===== src/atc_params.svh =====
// constants for the temperature and auxiliary limit checker
`ifndef ATC_PARAMS_SVH
`define ATC_PARAMS_SVH

// ***************************************
// register map
// ***************************************
`define ATC_ADDR_W 8
`define ATC_DATA_W 16
`define ATC_REG_TEMP_UPPER 8'h06
`define ATC_REG_TEMP_LOWER 8'h07
`define ATC_REG_FIRST_AUX_UPPER 8'h08
`define ATC_REG_FIRST_AUX_LOWER 8'h09
`define ATC_REG_SECOND_AUX_UPPER 8'h0A
`define ATC_REG_SECOND_AUX_LOWER 8'h0B
`define ATC_REG_MEAS_CFG 8'h0C

// ***************************************
// fields and reset values
// ***************************************
`define ATC_LIMIT_W 12
`define ATC_LIMIT_REG_W 13
`define ATC_CHECK_EN_BIT 12
`define ATC_UPPER_RESET 13'h0FFF
`define ATC_LOWER_RESET 13'h0000
`define ATC_MEAS_CFG_RESET 16'h0000
`define ATC_MEAS_CFG_WMASK 16'hDE04
`define ATC_TEMP_SEL_BIT 15
`define ATC_IRQ_PIN_EN_BIT 9
`define ATC_FLAG_MSB 8
`define ATC_NUM_LIMITS 6
`define ATC_NUM_CHANNELS 3

// ***************************************
// manual scan mode codes that convert a temperature input
// ***************************************
`define ATC_SCAN_MODE_W 4
`define ATC_SCAN_TEMP_ONE 4'hA
`define ATC_SCAN_TEMP_TWO 4'hB

`endif


===== src/atc_pkg.sv =====
// types shared by the limit checker and its bench
`include "atc_params.svh"

package atc_pkg;

    // ***************************************
    // converter result source
    // ***************************************
    typedef enum logic [2:0] {
        ATC_CH_TEMP_ONE,
        ATC_CH_TEMP_TWO,
        ATC_CH_FIRST_AUX,
        ATC_CH_SECOND_AUX,
        ATC_CH_OTHER
    } atc_chan_e;

    typedef struct packed {
        logic valid;
        atc_chan_e chan;
        logic [`ATC_LIMIT_W-1:0] code;
    } atc_conv_s;

    typedef struct packed {
        logic wr;
        logic rd;
        logic [`ATC_ADDR_W-1:0] addr;
        logic [`ATC_DATA_W-1:0] wdata;
    } atc_reg_req_s;

    // ***************************************
    // whole state of the checker
    // ***************************************
    typedef struct packed {
        logic [`ATC_NUM_LIMITS-1:0][`ATC_LIMIT_REG_W-1:0] limit;
        logic [`ATC_DATA_W-1:0] meas_cfg;
        logic [`ATC_NUM_LIMITS-1:0] flag;
        logic [`ATC_DATA_W-1:0] rdata;
        logic rvalid;
        logic limit_event;
        logic irq_pin;
    } atc_state_s;

endpackage


===== src/atc_limit_check.sv =====
// window limit checker for temperature and auxiliary conversion results
//
// Operation
// - temp code >= upper limit raises event
// - temp code <= lower limit raises event
// - first_auxiliary_input code >= upper limit raises event
// - first_auxiliary_input code <= lower limit raises event
// - second_auxiliary_input code >= upper limit raises event
// - second_auxiliary_input code <= lower limit raises event
// - temp upper check enable, bit 12
// - temp lower check enable, bit 12
// - first_auxiliary_input upper check enable, bit 12
// - first_auxiliary_input lower check enable, bit 12
// - second_auxiliary_input upper check enable, bit 12
// - second_auxiliary_input lower check enable, bit 12
// - auto scan: temp-select bit picks input
// - manual scan: scan-mode field picks input
// - pin enable routes interrupt to pin
// - readable upper and lower flags per channel
`include "atc_params.svh"

module atc_limit_check #(
    parameter int CODE_W = `ATC_LIMIT_W
) (
    input wire logic i_clk,
    input wire logic i_rst_n,
    input wire atc_pkg::atc_reg_req_s i_reg,
    input wire atc_pkg::atc_conv_s i_conv,
    input wire logic i_auto_scan,
    input wire logic [`ATC_SCAN_MODE_W-1:0] i_converter_scan_mode,
    output logic [`ATC_DATA_W-1:0] o_reg_rdata,
    output logic o_reg_rvalid,
    output logic o_limit_event,
    output logic o_irq_pin
);

    // ***************************************
    // parameter check
    // ***************************************
    // limit fields are fixed at 12 bits in the register map
    if (CODE_W != `ATC_LIMIT_W) begin : g_bad_width
        $error("atc_limit_check: CODE_W must equal the limit field width");
    end

    localparam atc_pkg::atc_state_s RESET_STATE = '{
        limit: {`ATC_LOWER_RESET, `ATC_UPPER_RESET, `ATC_LOWER_RESET,
                `ATC_UPPER_RESET, `ATC_LOWER_RESET, `ATC_UPPER_RESET},
        meas_cfg: `ATC_MEAS_CFG_RESET,
        flag: '0,
        rdata: '0,
        rvalid: 1'b0,
        limit_event: 1'b0,
        irq_pin: 1'b0
    };

    atc_pkg::atc_state_s cur;
    atc_pkg::atc_state_s next_s;

    // ***************************************
    // temperature input selection
    // ***************************************
    logic temp_sel_two;
    logic temp_checked;
    atc_pkg::atc_chan_e temp_chan;

    always_comb begin
        temp_sel_two = 1'b0;
        temp_checked = 1'b0;
        if (i_auto_scan) begin
            temp_sel_two = cur.meas_cfg[`ATC_TEMP_SEL_BIT];
            temp_checked = 1'b1;
        end else if (i_converter_scan_mode == `ATC_SCAN_TEMP_ONE) begin
            temp_checked = 1'b1;
        end else if (i_converter_scan_mode == `ATC_SCAN_TEMP_TWO) begin
            temp_sel_two = 1'b1;
            temp_checked = 1'b1;
        end
        temp_chan = temp_sel_two ? atc_pkg::ATC_CH_TEMP_TWO : atc_pkg::ATC_CH_TEMP_ONE;
    end

    // ***************************************
    // per channel comparison
    // ***************************************
    // limit index 2*ch is the upper limit, 2*ch+1 the lower one
    logic [`ATC_NUM_CHANNELS-1:0] conv_hit;
    logic [`ATC_NUM_LIMITS-1:0] cmp_hit;

    for (genvar ch = 0; ch < `ATC_NUM_CHANNELS; ch++) begin : g_chan
        atc_pkg::atc_chan_e want;
        logic ok;
        if (ch == 0) begin : g_temp
            assign want = temp_chan;
            assign ok = temp_checked;
        end else if (ch == 1) begin : g_first_aux
            assign want = atc_pkg::ATC_CH_FIRST_AUX;
            assign ok = 1'b1;
        end else begin : g_second_aux
            assign want = atc_pkg::ATC_CH_SECOND_AUX;
            assign ok = 1'b1;
        end
        // only a completed conversion of this channel is judged
        assign conv_hit[ch] = i_conv.valid && ok && (i_conv.chan == want);
        // unsigned compare, equal counts as reached on both sides
        assign cmp_hit[2*ch] = i_conv.code >= cur.limit[2*ch][`ATC_LIMIT_W-1:0];
        assign cmp_hit[2*ch+1] = i_conv.code <= cur.limit[2*ch+1][`ATC_LIMIT_W-1:0];
    end

    // ***************************************
    // next state
    // ***************************************
    logic [`ATC_ADDR_W-1:0] lim_idx;
    logic lim_sel;
    logic [`ATC_NUM_LIMITS-1:0] check_en;
    logic [`ATC_NUM_LIMITS-1:0] fired;
    logic [`ATC_NUM_LIMITS-1:0] next_check_en;

    always_comb begin
        next_s = cur;
        next_s.limit_event = 1'b0;
        next_s.rvalid = 1'b0;
        lim_idx = i_reg.addr - `ATC_REG_TEMP_UPPER;
        lim_sel = (i_reg.addr >= `ATC_REG_TEMP_UPPER) && (i_reg.addr <= `ATC_REG_SECOND_AUX_LOWER);
        check_en = '0;
        fired = '0;
        next_check_en = '0;

        // register writes
        if (i_reg.wr) begin
            if (lim_sel) begin
                // bits 15..13 are simply not stored
                next_s.limit[lim_idx[2:0]] = i_reg.wdata[`ATC_LIMIT_REG_W-1:0];
            end else if (i_reg.addr == `ATC_REG_MEAS_CFG) begin
                // flags are read only and survive the write
                next_s.meas_cfg = (cur.meas_cfg & ~`ATC_MEAS_CFG_WMASK)
                                | (i_reg.wdata & `ATC_MEAS_CFG_WMASK);
            end
        end

        // flags follow the latest conversion of their channel
        for (int k = 0; k < `ATC_NUM_LIMITS; k++) begin
            check_en[k] = cur.limit[k][`ATC_CHECK_EN_BIT];
            next_check_en[k] = next_s.limit[k][`ATC_CHECK_EN_BIT];
            if (conv_hit[k/2]) begin
                next_s.flag[k] = cmp_hit[k];
                fired[k] = cmp_hit[k] & check_en[k];
            end
        end
        next_s.limit_event = |fired;

        // pin holds while any enabled check stands failed
        // uses the enables of this edge, so a limit write moves the pin at once
        next_s.irq_pin = next_s.meas_cfg[`ATC_IRQ_PIN_EN_BIT]
                       & |(next_s.flag & next_check_en);

        // register reads, answered one cycle later
        if (i_reg.rd) begin
            next_s.rvalid = 1'b1;
            next_s.rdata = '0;
            if (lim_sel) begin
                next_s.rdata = {3'h0, cur.limit[lim_idx[2:0]]};
            end else if (i_reg.addr == `ATC_REG_MEAS_CFG) begin
                next_s.rdata = cur.meas_cfg;
                for (int k = 0; k < `ATC_NUM_LIMITS; k++) begin
                    next_s.rdata[`ATC_FLAG_MSB-k] = cur.flag[k];
                end
            end
        end
    end

    // ***************************************
    // state register
    // ***************************************
    always_ff @(posedge i_clk or negedge i_rst_n) begin
        if (!i_rst_n) begin
            cur <= RESET_STATE;
        end else begin
            cur <= next_s;
        end
    end

    assign o_reg_rdata = cur.rdata;
    assign o_reg_rvalid = cur.rvalid;
    assign o_limit_event = cur.limit_event;
    assign o_irq_pin = cur.irq_pin;

endmodule


===== config.mk =====
export PLATFORM = sky130hd
export DESIGN_NAME = atc_limit_check
export DESIGN_NICKNAME = d
export VERILOG_FILES = /design/src/atc_pkg.sv /design/src/atc_limit_check.sv
export VERILOG_INCLUDE_DIRS = /design/src
export SDC_FILE = /design/constraint.sdc
export NUM_CORES = 1
export LEC_CHECK = 0
export BUFFER_PORTS_ARGS = -buffer_cell sky130_fd_sc_hd__buf_2
export CAP_MARGIN = 5
export CORE_MARGIN = 8
export CORE_UTILIZATION = 40
export CTS_CLUSTER_DIAMETER = 200
export DETAILED_ROUTE_END_ITERATION = 8
export GPL_TIMING_DRIVEN = 0
export PLACE_DENSITY = 0.6
export SLEW_MARGIN = 20
export SYNTH_ARGS = -nofsm -noshare
export SYNTH_HDL_FRONTEND = slang
export SYNTH_SLANG_ARGS = --single-unit

===== constraint.sdc =====
create_clock -name i_clk -period 2.9 [get_ports i_clk]
set_input_delay 0.145 -clock i_clk [delete_from_list [all_inputs] [get_ports i_clk]]
set_output_delay 0.145 -clock i_clk [all_outputs]
set_load 0.005 [all_outputs]

# --- After elaboration in Yosys (flattened, before gate mapping) ---
# Index checks and enable logic that the tools add are counted.
word_totals:
  register_bits: 119
  in_bits: 49
  word_cells: 86
classes:
  n_addsub: 1
  order_cmp: 10
  n_eq_ne: 6
  n_mux: 30
  n_bitwise: 10
  reduce_logical: 10
ops:
  columns: ["operator", "n"]
  rows:
  - ["94-bit 2-to-1 mux", 1]
  - ["78-bit bitwise mux", 1]
  - ["78-bit 2-to-1 mux", 1]
  - ["16-bit 2-to-1 mux", 4]
  - ["13-bit binary-select mux with 3-bit select", 1]
  - ["13-bit demux with 3-bit select", 1]
  - ["12-bit >= comparator", 3]
  - ["12-bit less-or-equal comparator", 3]
  - ["13-bit 2-to-1 mux", 2]
  - ["1-bit 2-to-1 mux", 19]
  - ["14-bit by 16-bit bitwise OR with 16-bit output", 1]
  - ["6-bit OR reduction", 2]
  - ["4-bit == test (second input constant)", 2]
  - ["8-bit by 4-bit == test with 1-bit output (second input constant)", 1]
  - ["8-bit by 3-bit >= comparator with 1-bit output (second input constant)", 1]
  - ["8-bit by 4-bit less-or-equal comparator with 1-bit output (second input constant)", 1]
  - ["1-bit AND", 7]
  - ["6-bit AND", 1]
  - ["3-bit by 2-bit == test with 1-bit output (second input constant)", 2]
  - ["1-bit logical AND", 6]
  - ["3-bit by 4-bit less-than comparator with 1-bit output (second input constant)", 1]
  - ["3-bit by 1-bit == test with 1-bit output", 1]
  - ["3-bit by 1-bit >= comparator with 1-bit output (second input constant)", 1]
  - ["3-bit AND reduction", 1]
  - ["other kinds (3)", 3]

# --- Longest topological paths before layout ---
# Gate-level depths: netlist of run 1.
logic_depth:
  depth_word: 11
  mapped_depth: 10
  depth_no_buf: 9

# --- Least setup slack after synthesis of run 1 ---
# OpenSTA, ideal clock, no wires.
synth_path:
  path_kind: "input port to flip-flop"
  start: "input i_reg[20] (netlist name)"
  end: "register cur (netlist bit o_irq_pin)"
  setup_time_ns: 0.124
  arrival_time_ns: 2.216
  path_slack_ns: 0.560
  path_stages: 7
  path_cell_list: "or4_4 a21oi_4 and4_1 clkbuf_1 mux2_2 a221o_1 o31a_1"
synth_lines:
  columns: ["element", "line_no", "rtl"]
  rows:
  - ["from (decl)", "atc_limit_check.sv:27", "input wire atc_pkg::atc_reg_req_s i_reg,"]
  - ["to (signal assigned)", "atc_limit_check.sv:177", "cur <= next_s;"]
  - ["to (decl)", "atc_limit_check.sv:56", "atc_pkg::atc_state_s cur;"]

==> summary.txt, run 1 <==
Crit Path Class - register to register
IO Pins - 68
post-synth top area share - 27.2%
CP endpoint kind - register
CTS Buffer Depth - 2
Yosys warnings - 0
CTS Root Cell - clkbuf_16
average vias per placed instance - 5.46
largest cells by area after synthesis - dfrtp_1, dfstp_2, ha_1
Post-DP HPWL - 14.3 mm
clk slew on worst S/H paths - 0.07 ns
Max Slew Vio Count - 0
number of global-route vias before repair - 5,611
number of flops mapped to enable cells by yosys - 0
layout net count - 867
HP Class - input pin to register
pwr/cell area - 455 mW/mm^2
syn_nets - 788
Critical Path Start Type - register
Final GP Congestion - 0.865
Core Rows - 47
Final Core Density - 46.7%
WHS - 0.0204 ns
CTS tree - done
Fmax achieved - 0.364 GHz
Hold Fails Final Rpt - 0
synth unique cells - 50
Slew headroom - 31.3%
die area - 0.0215 mm^2
Worst Path Required - 3.14 ns
CTS Buf Count - 9
Worst Tran Pin Value - 1.02 ns
Crit Reg-Reg Startpoint - cur[43]
Sink Count - 110
Avg Cell Area, Syn - 10.3 um^2
Seq pwr share - 47.8%
P_int - 2.56 mW
leakage - 3.62 nW
Detailed Route Iter0 Violations - 362
most frequently used flop master after synthesis - dfrtp_1
final setup TNS - 0 ns
fin cells - 968
mapped cell area - 0.00681 mm^2
number of H-tree levels - 3
min cycle time layout - 2.75 ns
Initial Utilization - 40.9%
via count - 5,285
fin crit share - 94.7%
Comb pwr share - 16.5%
1st-pass router iterations - 5
Hold Crit Start - i_reg[15]
Placed Cells - 951
# DRC - 0
first-pass GRT wire length - 29.6 mm
switch share - 27.4%
Total Wirelength - 18.5 mm
Tot Pwr - 3.53 mW
Clock Power Share - 35.6%
Yosys reg bits - 110
global route overflow - 0
unrepaired setup endpoints after global routing - no
Worst VDD drop - 0.354 mV
CP arrival - 2.99 ns
Die Span Y - 146 um
post-DR wirelength/cell - 19.1 um
CORE AREA - 0.0166 mm^2
Area Growth Syn to Fin - 14.1%
Global Route Usage Sum - 17.7%
async set-or-reset flop fraction in the synthesized netlist - 100%
count of buffers from port buffering - 66
clock skew - 0.00815 ns
Die W - 146 um
max_cap viols - 0
largest area contributor in the netlist - dfrtp_1
Clock Latency Late Sink - 0.36 ns
crit path launch - cur[43]
total inserted antenna cells - 0
status - completed
initial antenna violation count - 0
Switch Pwr - 0.968 mW
sequential area share after synthesis - 41.1%
final setup fails - 0
crit-path max FO - 3
Syn Inst Count - 664
layout cells sized above 1 - 27.9%
Antenna Violating Nets Remaining - 0
largest net degree at the start of global routing - 57
==> area by class of cell <==
type | count | area (um^2)
buffer | 38 | 206
sequential | 110 | 2800
inverter | 89 | 334
multi-input combinational | 426 | 3470
tap | 220 | 275
clock inverter | 6 | 72.6
timing repair buffer | 69 | 384
fill | 1588 | 8870
clock buffer | 10 | 229
==> worst max-delay path: stages (launching register included) <==
cell and delay (ns):
dfstp_2 0.54, inv_1 0.04, ha_1 0.28, a211oi_1 0.22, o21ai_0 0.21, a21oi_1 0.28
o21ai_0 0.21, mux2_2 0.34, a22o_1 0.22, o31a_1 0.28
==> path summary, 6_finish.rpt <==
path	end	slack [ns]	cells after the start
worst min-delay path	cur[40]	0.02	2
worst min register to register	cur[35]	0.51	1
worst max register to register	o_irq_pin	0.15	9
max in group asynchronous	cur[44]	1.89	3
worst max-delay path	o_irq_pin	0.15	9
min in group asynchronous	o_reg_rdata[13]	0.30	2
==> registers in the layout, summed over array words and instances (netlist names) <==
register and flops:
o_limit_event 1, check_en 6, o_reg_rdata 16, o_irq_pin 1, cur 85, o_reg_rvalid 1
==> kinds of logic after synthesis <==
kind of cell | share of synthesized area [%]
compound gates | 12.9
fa+ha+maj | 13.8
buf+inv | 7.99
flops | 41.1
mux | 15.4
simple gates | 8.87
==> through the flow <==
stage / cell area [um^2] / setup WS, ns
6_report: 7770 / 0.154
3_5_place_dp: 7450 / -0.405
3_3_place_gp: 7420 / -0.377
5_1_grt: 7770 / 0.0397
2_1_floorplan: 6810 / 0.560
4_1_cts: 7770 / 0.169
==> cells in the final DEF, fill, tap and decap left out, types with 2 or more instances in the layout <==
master | Yosys | routed
mux2_2 | 53 | 53
mux2i_1 | 13 | 13
nand4b_1 | 3 | 3
buf_4 | 16 | 16
a21oi_1 | 39 | 39
o211ai_1 | 5 | 5
nand3_1 | 6 | 6
and4_1 | 2 | 2
o21ai_0 | 54 | 54
dlygate4sd3_1 | 0 | 2
clkbuf_1 | 17 | 18
ha_1 | 75 | 75
clkbuf_16 | 0 | 9
a211oi_1 | 8 | 8
buf_1 | 3 | 2
nand4_1 | 13 | 13
dfstp_2 | 36 | 36
nor2_1 | 20 | 20
clkinv_4 | 0 | 4
nor2b_1 | 7 | 7
nand2_1 | 57 | 57
o31a_1 | 2 | 2
nor3_1 | 4 | 4
o22ai_1 | 13 | 13
a22oi_1 | 12 | 12
nand2b_1 | 3 | 3
a22o_1 | 2 | 2
inv_1 | 89 | 89
dfrtp_1 | 74 | 74
buf_2 | 3 | 68
mux4_2 | 13 | 13
==> cells in the mapped netlist, types with 2 or more instances <==
cell type,count
and4_1,2
o211ai_1,5
buf_2,3
a21oi_1,39
nand2_1,57
nand2b_1,3
o21ai_0,54
nor3_1,4
mux2_2,53
buf_4,16
a211oi_1,8
nand4_1,13
ha_1,75
dfrtp_1,74
mux4_2,13
dfstp_2,36
mux2i_1,13
clkbuf_1,17
nor2b_1,7
buf_1,3
a22o_1,2
a22oi_1,12
inv_1,89
o22ai_1,13
o31a_1,2
nand4b_1,3
nor2_1,20
nand3_1,6
==> power by group through the flow <==
stage	clock network, mW	registers (mW)	logic (mW)
after detailed placement	0	1.72	0.584
final	1.26	1.69	0.584
after global placement	0	1.71	0.562
after global routing	1.35	1.70	0.661
after CTS	1.30	1.69	0.587
after floorplan	0	1.70	0.353
==> what timing repair did <==
action | CTS | global route
setup endpoints to repair | 2 | 0
hold endpoints to repair | 42 | 0
setup buffers | 0 | 0
hold buffers | 2 | 0
gates resized for setup | 0 | 0
==> per-layer routing <==
layer | track usage (%) | wire length [um] | vias to the layer above
met2 | 29.8 | 9020 | 167
met4 | 7.16 | 526 | 0
met1 | 21.2 | 7840 | 2584
met3 | 4.36 | 1080 | 38
li1 | - | - | 2496
met5 | 0 | 0 | -
Note: power is estimated with default switching activity, not from simulation.
==> inputs of run 2 (changes only) <==
--- a/config.mk
+++ b/config.mk
@@ -6,6 +6,7 @@
 export SDC_FILE = /design/constraint.sdc
 export NUM_CORES = 1
 export LEC_CHECK = 0
+export ABC_AREA = 1
 export BUFFER_PORTS_ARGS = -buffer_cell sky130_fd_sc_hd__buf_2
 export CAP_MARGIN = 5
 export CORE_MARGIN = 8
@@ -13,7 +14,7 @@
 export CTS_CLUSTER_DIAMETER = 200
 export DETAILED_ROUTE_END_ITERATION = 8
 export GPL_TIMING_DRIVEN = 0
-export PLACE_DENSITY = 0.6
+export PLACE_DENSITY = 0.59
 export SLEW_MARGIN = 20
 export SYNTH_ARGS = -nofsm -noshare
 export SYNTH_HDL_FRONTEND = slang
==> summary.txt, run 2 <==
status - completed
# DRC - 0
mapped cell area - 0.00734 mm^2
count of buffers from port buffering - 66
Worst VDD drop - 0.361 mV
synth unique cells - 40
layout net count - 1,191
Yosys reg bits - 110
first-pass GRT wire length - 32.9 mm
Fillers - 1,881
Slowest-stage cell, CP - clkbuf_1
Final GP Congestion - 0.908
most frequently used flop master after synthesis - dfrtp_1
Post-DP HPWL - 16.6 mm
largest area contributor in the netlist - dfrtp_1
largest cells by area after synthesis - dfrtp_1, dfstp_2, ha_1
clock skew - 0.00836 ns
leakage - 4.36 nW
via count - 6,350
max FFs per register - 85
Fmax achieved - 0.378 GHz
post-synth top area share - 25.2%
final setup fails - 0
Syn Inst Count - 987
fin crit share - 91.2%
largest stage delay on the critical path - 0.50 ns
crit-path max FO - 10
Biggest register - cur
Critical Path Start Type - input pin
min cycle time layout - 2.64 ns
number of H-tree levels - 3
commonest cells in the netlist - nand2_1, inv_1, o21ai_0
Comb pwr share - 17.1%
Seq pwr share - 46.0%
Slew headroom - 38.1%
Initial Utilization - 40.9%
Sink Count - 110
Avg Cell Area, Syn - 7.43 um^2
CTS Buffer Depth - 2
post-DR wirelength/cell - 16.0 um
Clock Power Share - 36.8%
unrepaired setup endpoints after global routing - no
P_int - 2.54 mW
Detailed Route Iter0 Violations - 304
Core Rows - 49
Tot Pwr - 3.63 mW
Yosys warnings - 0
commonest non-fill, non-tap cell in the layout - nand2_1
Clock Latency Late Sink - 0.36 ns
syn_nets - 1,111
Final Core Density - 46.3%
Crit Reg-Reg Startpoint - cur[78]
Switch Pwr - 1.09 mW
CP endpoint kind - register
sequential area share after synthesis - 38.1%
Area Growth Syn to Fin - 13.4%
most numerous cell in the Yosys netlist - nand2_1
CTS Root Cell - clkbuf_16
initial antenna violation count - 0
Die W - 151 um
largest net degree at the start of global routing - 69
Worst Path Required - 3.15 ns
switch share - 30.1%
clk slew on worst S/H paths - 0.08 ns
Setup crit end - o_reg_rdata[6]
worst reg-to-reg path cell count - 12
CTS Buf Count - 9
crit-path cells - buf_2 -> buf_4 -> inv_2 -> clkbuf_1 -> ha_1 -> nand2_1 -> clkbuf_1 -> a21oi_1 -> o21ai_0 -> o21ai_0 -> nand2_1 -> o211ai_1
Hold Fails Final Rpt - 0
Total Wirelength - 20.9 mm
Global Route Usage Sum - 18.9%
Worst Tran Pin Value - 0.921 ns
average vias per placed instance - 4.88
Crit Path Class - input pin to register
HP Class - input pin to register
max_cap viols - 0
die area - 0.0229 mm^2
global route overflow - 0
Antenna Violating Nets Remaining - 0
total inserted antenna cells - 0
flop2flop setup slack - 0.76 ns
number of flops mapped to enable cells by yosys - 0
1st-pass router iterations - 5
CTS tree - done
async set-or-reset flop fraction in the synthesized netlist - 100%
CORE AREA - 0.0180 mm^2
layout cells sized above 1 - 14.8%
IO Pins - 68
CP arrival - 2.89 ns
R2R Path End - o_irq_pin
pwr/cell area - 437 mW/mm^2
crit path launch - i_reg[17]
Die Span Y - 151 um
most frequent cells in the layout - nand2_1, inv_1, o21ai_0
Max Slew Vio Count - 0
number of global-route vias before repair - 6,125
-- run 2: cell types whose count changed in the layout (fill, tap and decap cells not counted), sizes merged, moves of 7 or more --
cell    previous run  this run
nand2             57       236
o21ai             54       129
nor2              20        52
nand3              6        28
mux4              13         0
nor2b              7         0
a22oi             12         5
inv               89       206
mux2              55         0
mux2i             13         1
a21oi             40        72
o22ai             13         1
a211oi             8         1
-- run 2: kinds of logic after synthesis --
family	Yosys count	share of synthesized area, %
AOI/OAI and AO/OA	222	16.0
buffers and inverters	247	13.8
DFF	110	38.1
muxes	1	0.136
and+or+nand+nor	332	19.1
adders and majority gates	75	12.8
-- run 2: how the worst min path moves through the flow --
stage          startpoint      endpoint  slack, ns  depth (start not counted)
6_report         i_reg[0]       cur[67]       0.03                          3
5_1_grt          i_reg[0]       cur[67]       0.04                          3
4_1_cts          i_reg[0]       cur[67]       0.03                          3
3_5_place_dp      i_rst_n       cur[22]       0.21                          1
3_3_place_gp    i_reg[24]  o_reg_rvalid       0.34                          1
2_1_floorplan     i_rst_n   check_en[0]      -0.15                          0
-- run 2: critical path: cells and delay by family --
kind	cells	cell delay [ns]
AOI/OAI and AO/OA	4	0.67
adders and majority gates	1	0.40
buffers and inverters	5	1.29
and+or+nand+nor	2	0.37
-- run 2: routing by layer --
metal,global-route usage [%],wire length [um],vias up
met5,0,0,-
met3,2.78,1140,26
met4,6.09,436,0
met2,30.7,9470,146
met1,25.4,9810,2909
li1,-,-,3269
-- run 2: layout make-up --
cell class | instances | area (um^2) | area share, %
plain buffers | 45 | 254 | 3.05
clock buffers | 9 | 225 | 2.71
clock inverters | 7 | 86.3 | 1.04
inverters | 202 | 758 | 9.11
multi-input cells | 630 | 3530 | 42.4
flip-flops and latches | 110 | 2800 | 33.6
well taps | 229 | 287 | 3.44
repair buffers | 69 | 384 | 4.62
-- run 2: what timing repair did --
action                    4_1_cts  5_1_grt
buffers inserted                0        0
hold buffers                    2        0
resized for setup               0        0
hold endpoints to repair       54        0
-- run 2: through the flow --
step                instances  hold slack, ns  area (um^2)  worst slack [ns]   TNS, ns
CTS                      1301          0.0284         8320             0.367         0
global placement         1282           0.336         7960          -0.00195  -0.00195
finish                   1301          0.0326         8320             0.255         0
detailed placement       1283           0.209         7990           -0.0139   -0.0211
floorplan                 987          -0.151         7340              1.05         0
global route             1301          0.0393         8320             0.145         0
-- run 2: power groups by stage --
stage / sequential [mW] / combinational (mW) / clock [mW]
3_3_place_gp: 1.70 / 0.603 / 0
4_1_cts: 1.67 / 0.626 / 1.37
2_1_floorplan: 1.69 / 0.380 / 0
6_report: 1.67 / 0.623 / 1.34
3_5_place_dp: 1.70 / 0.621 / 0
5_1_grt: 1.68 / 0.717 / 1.42
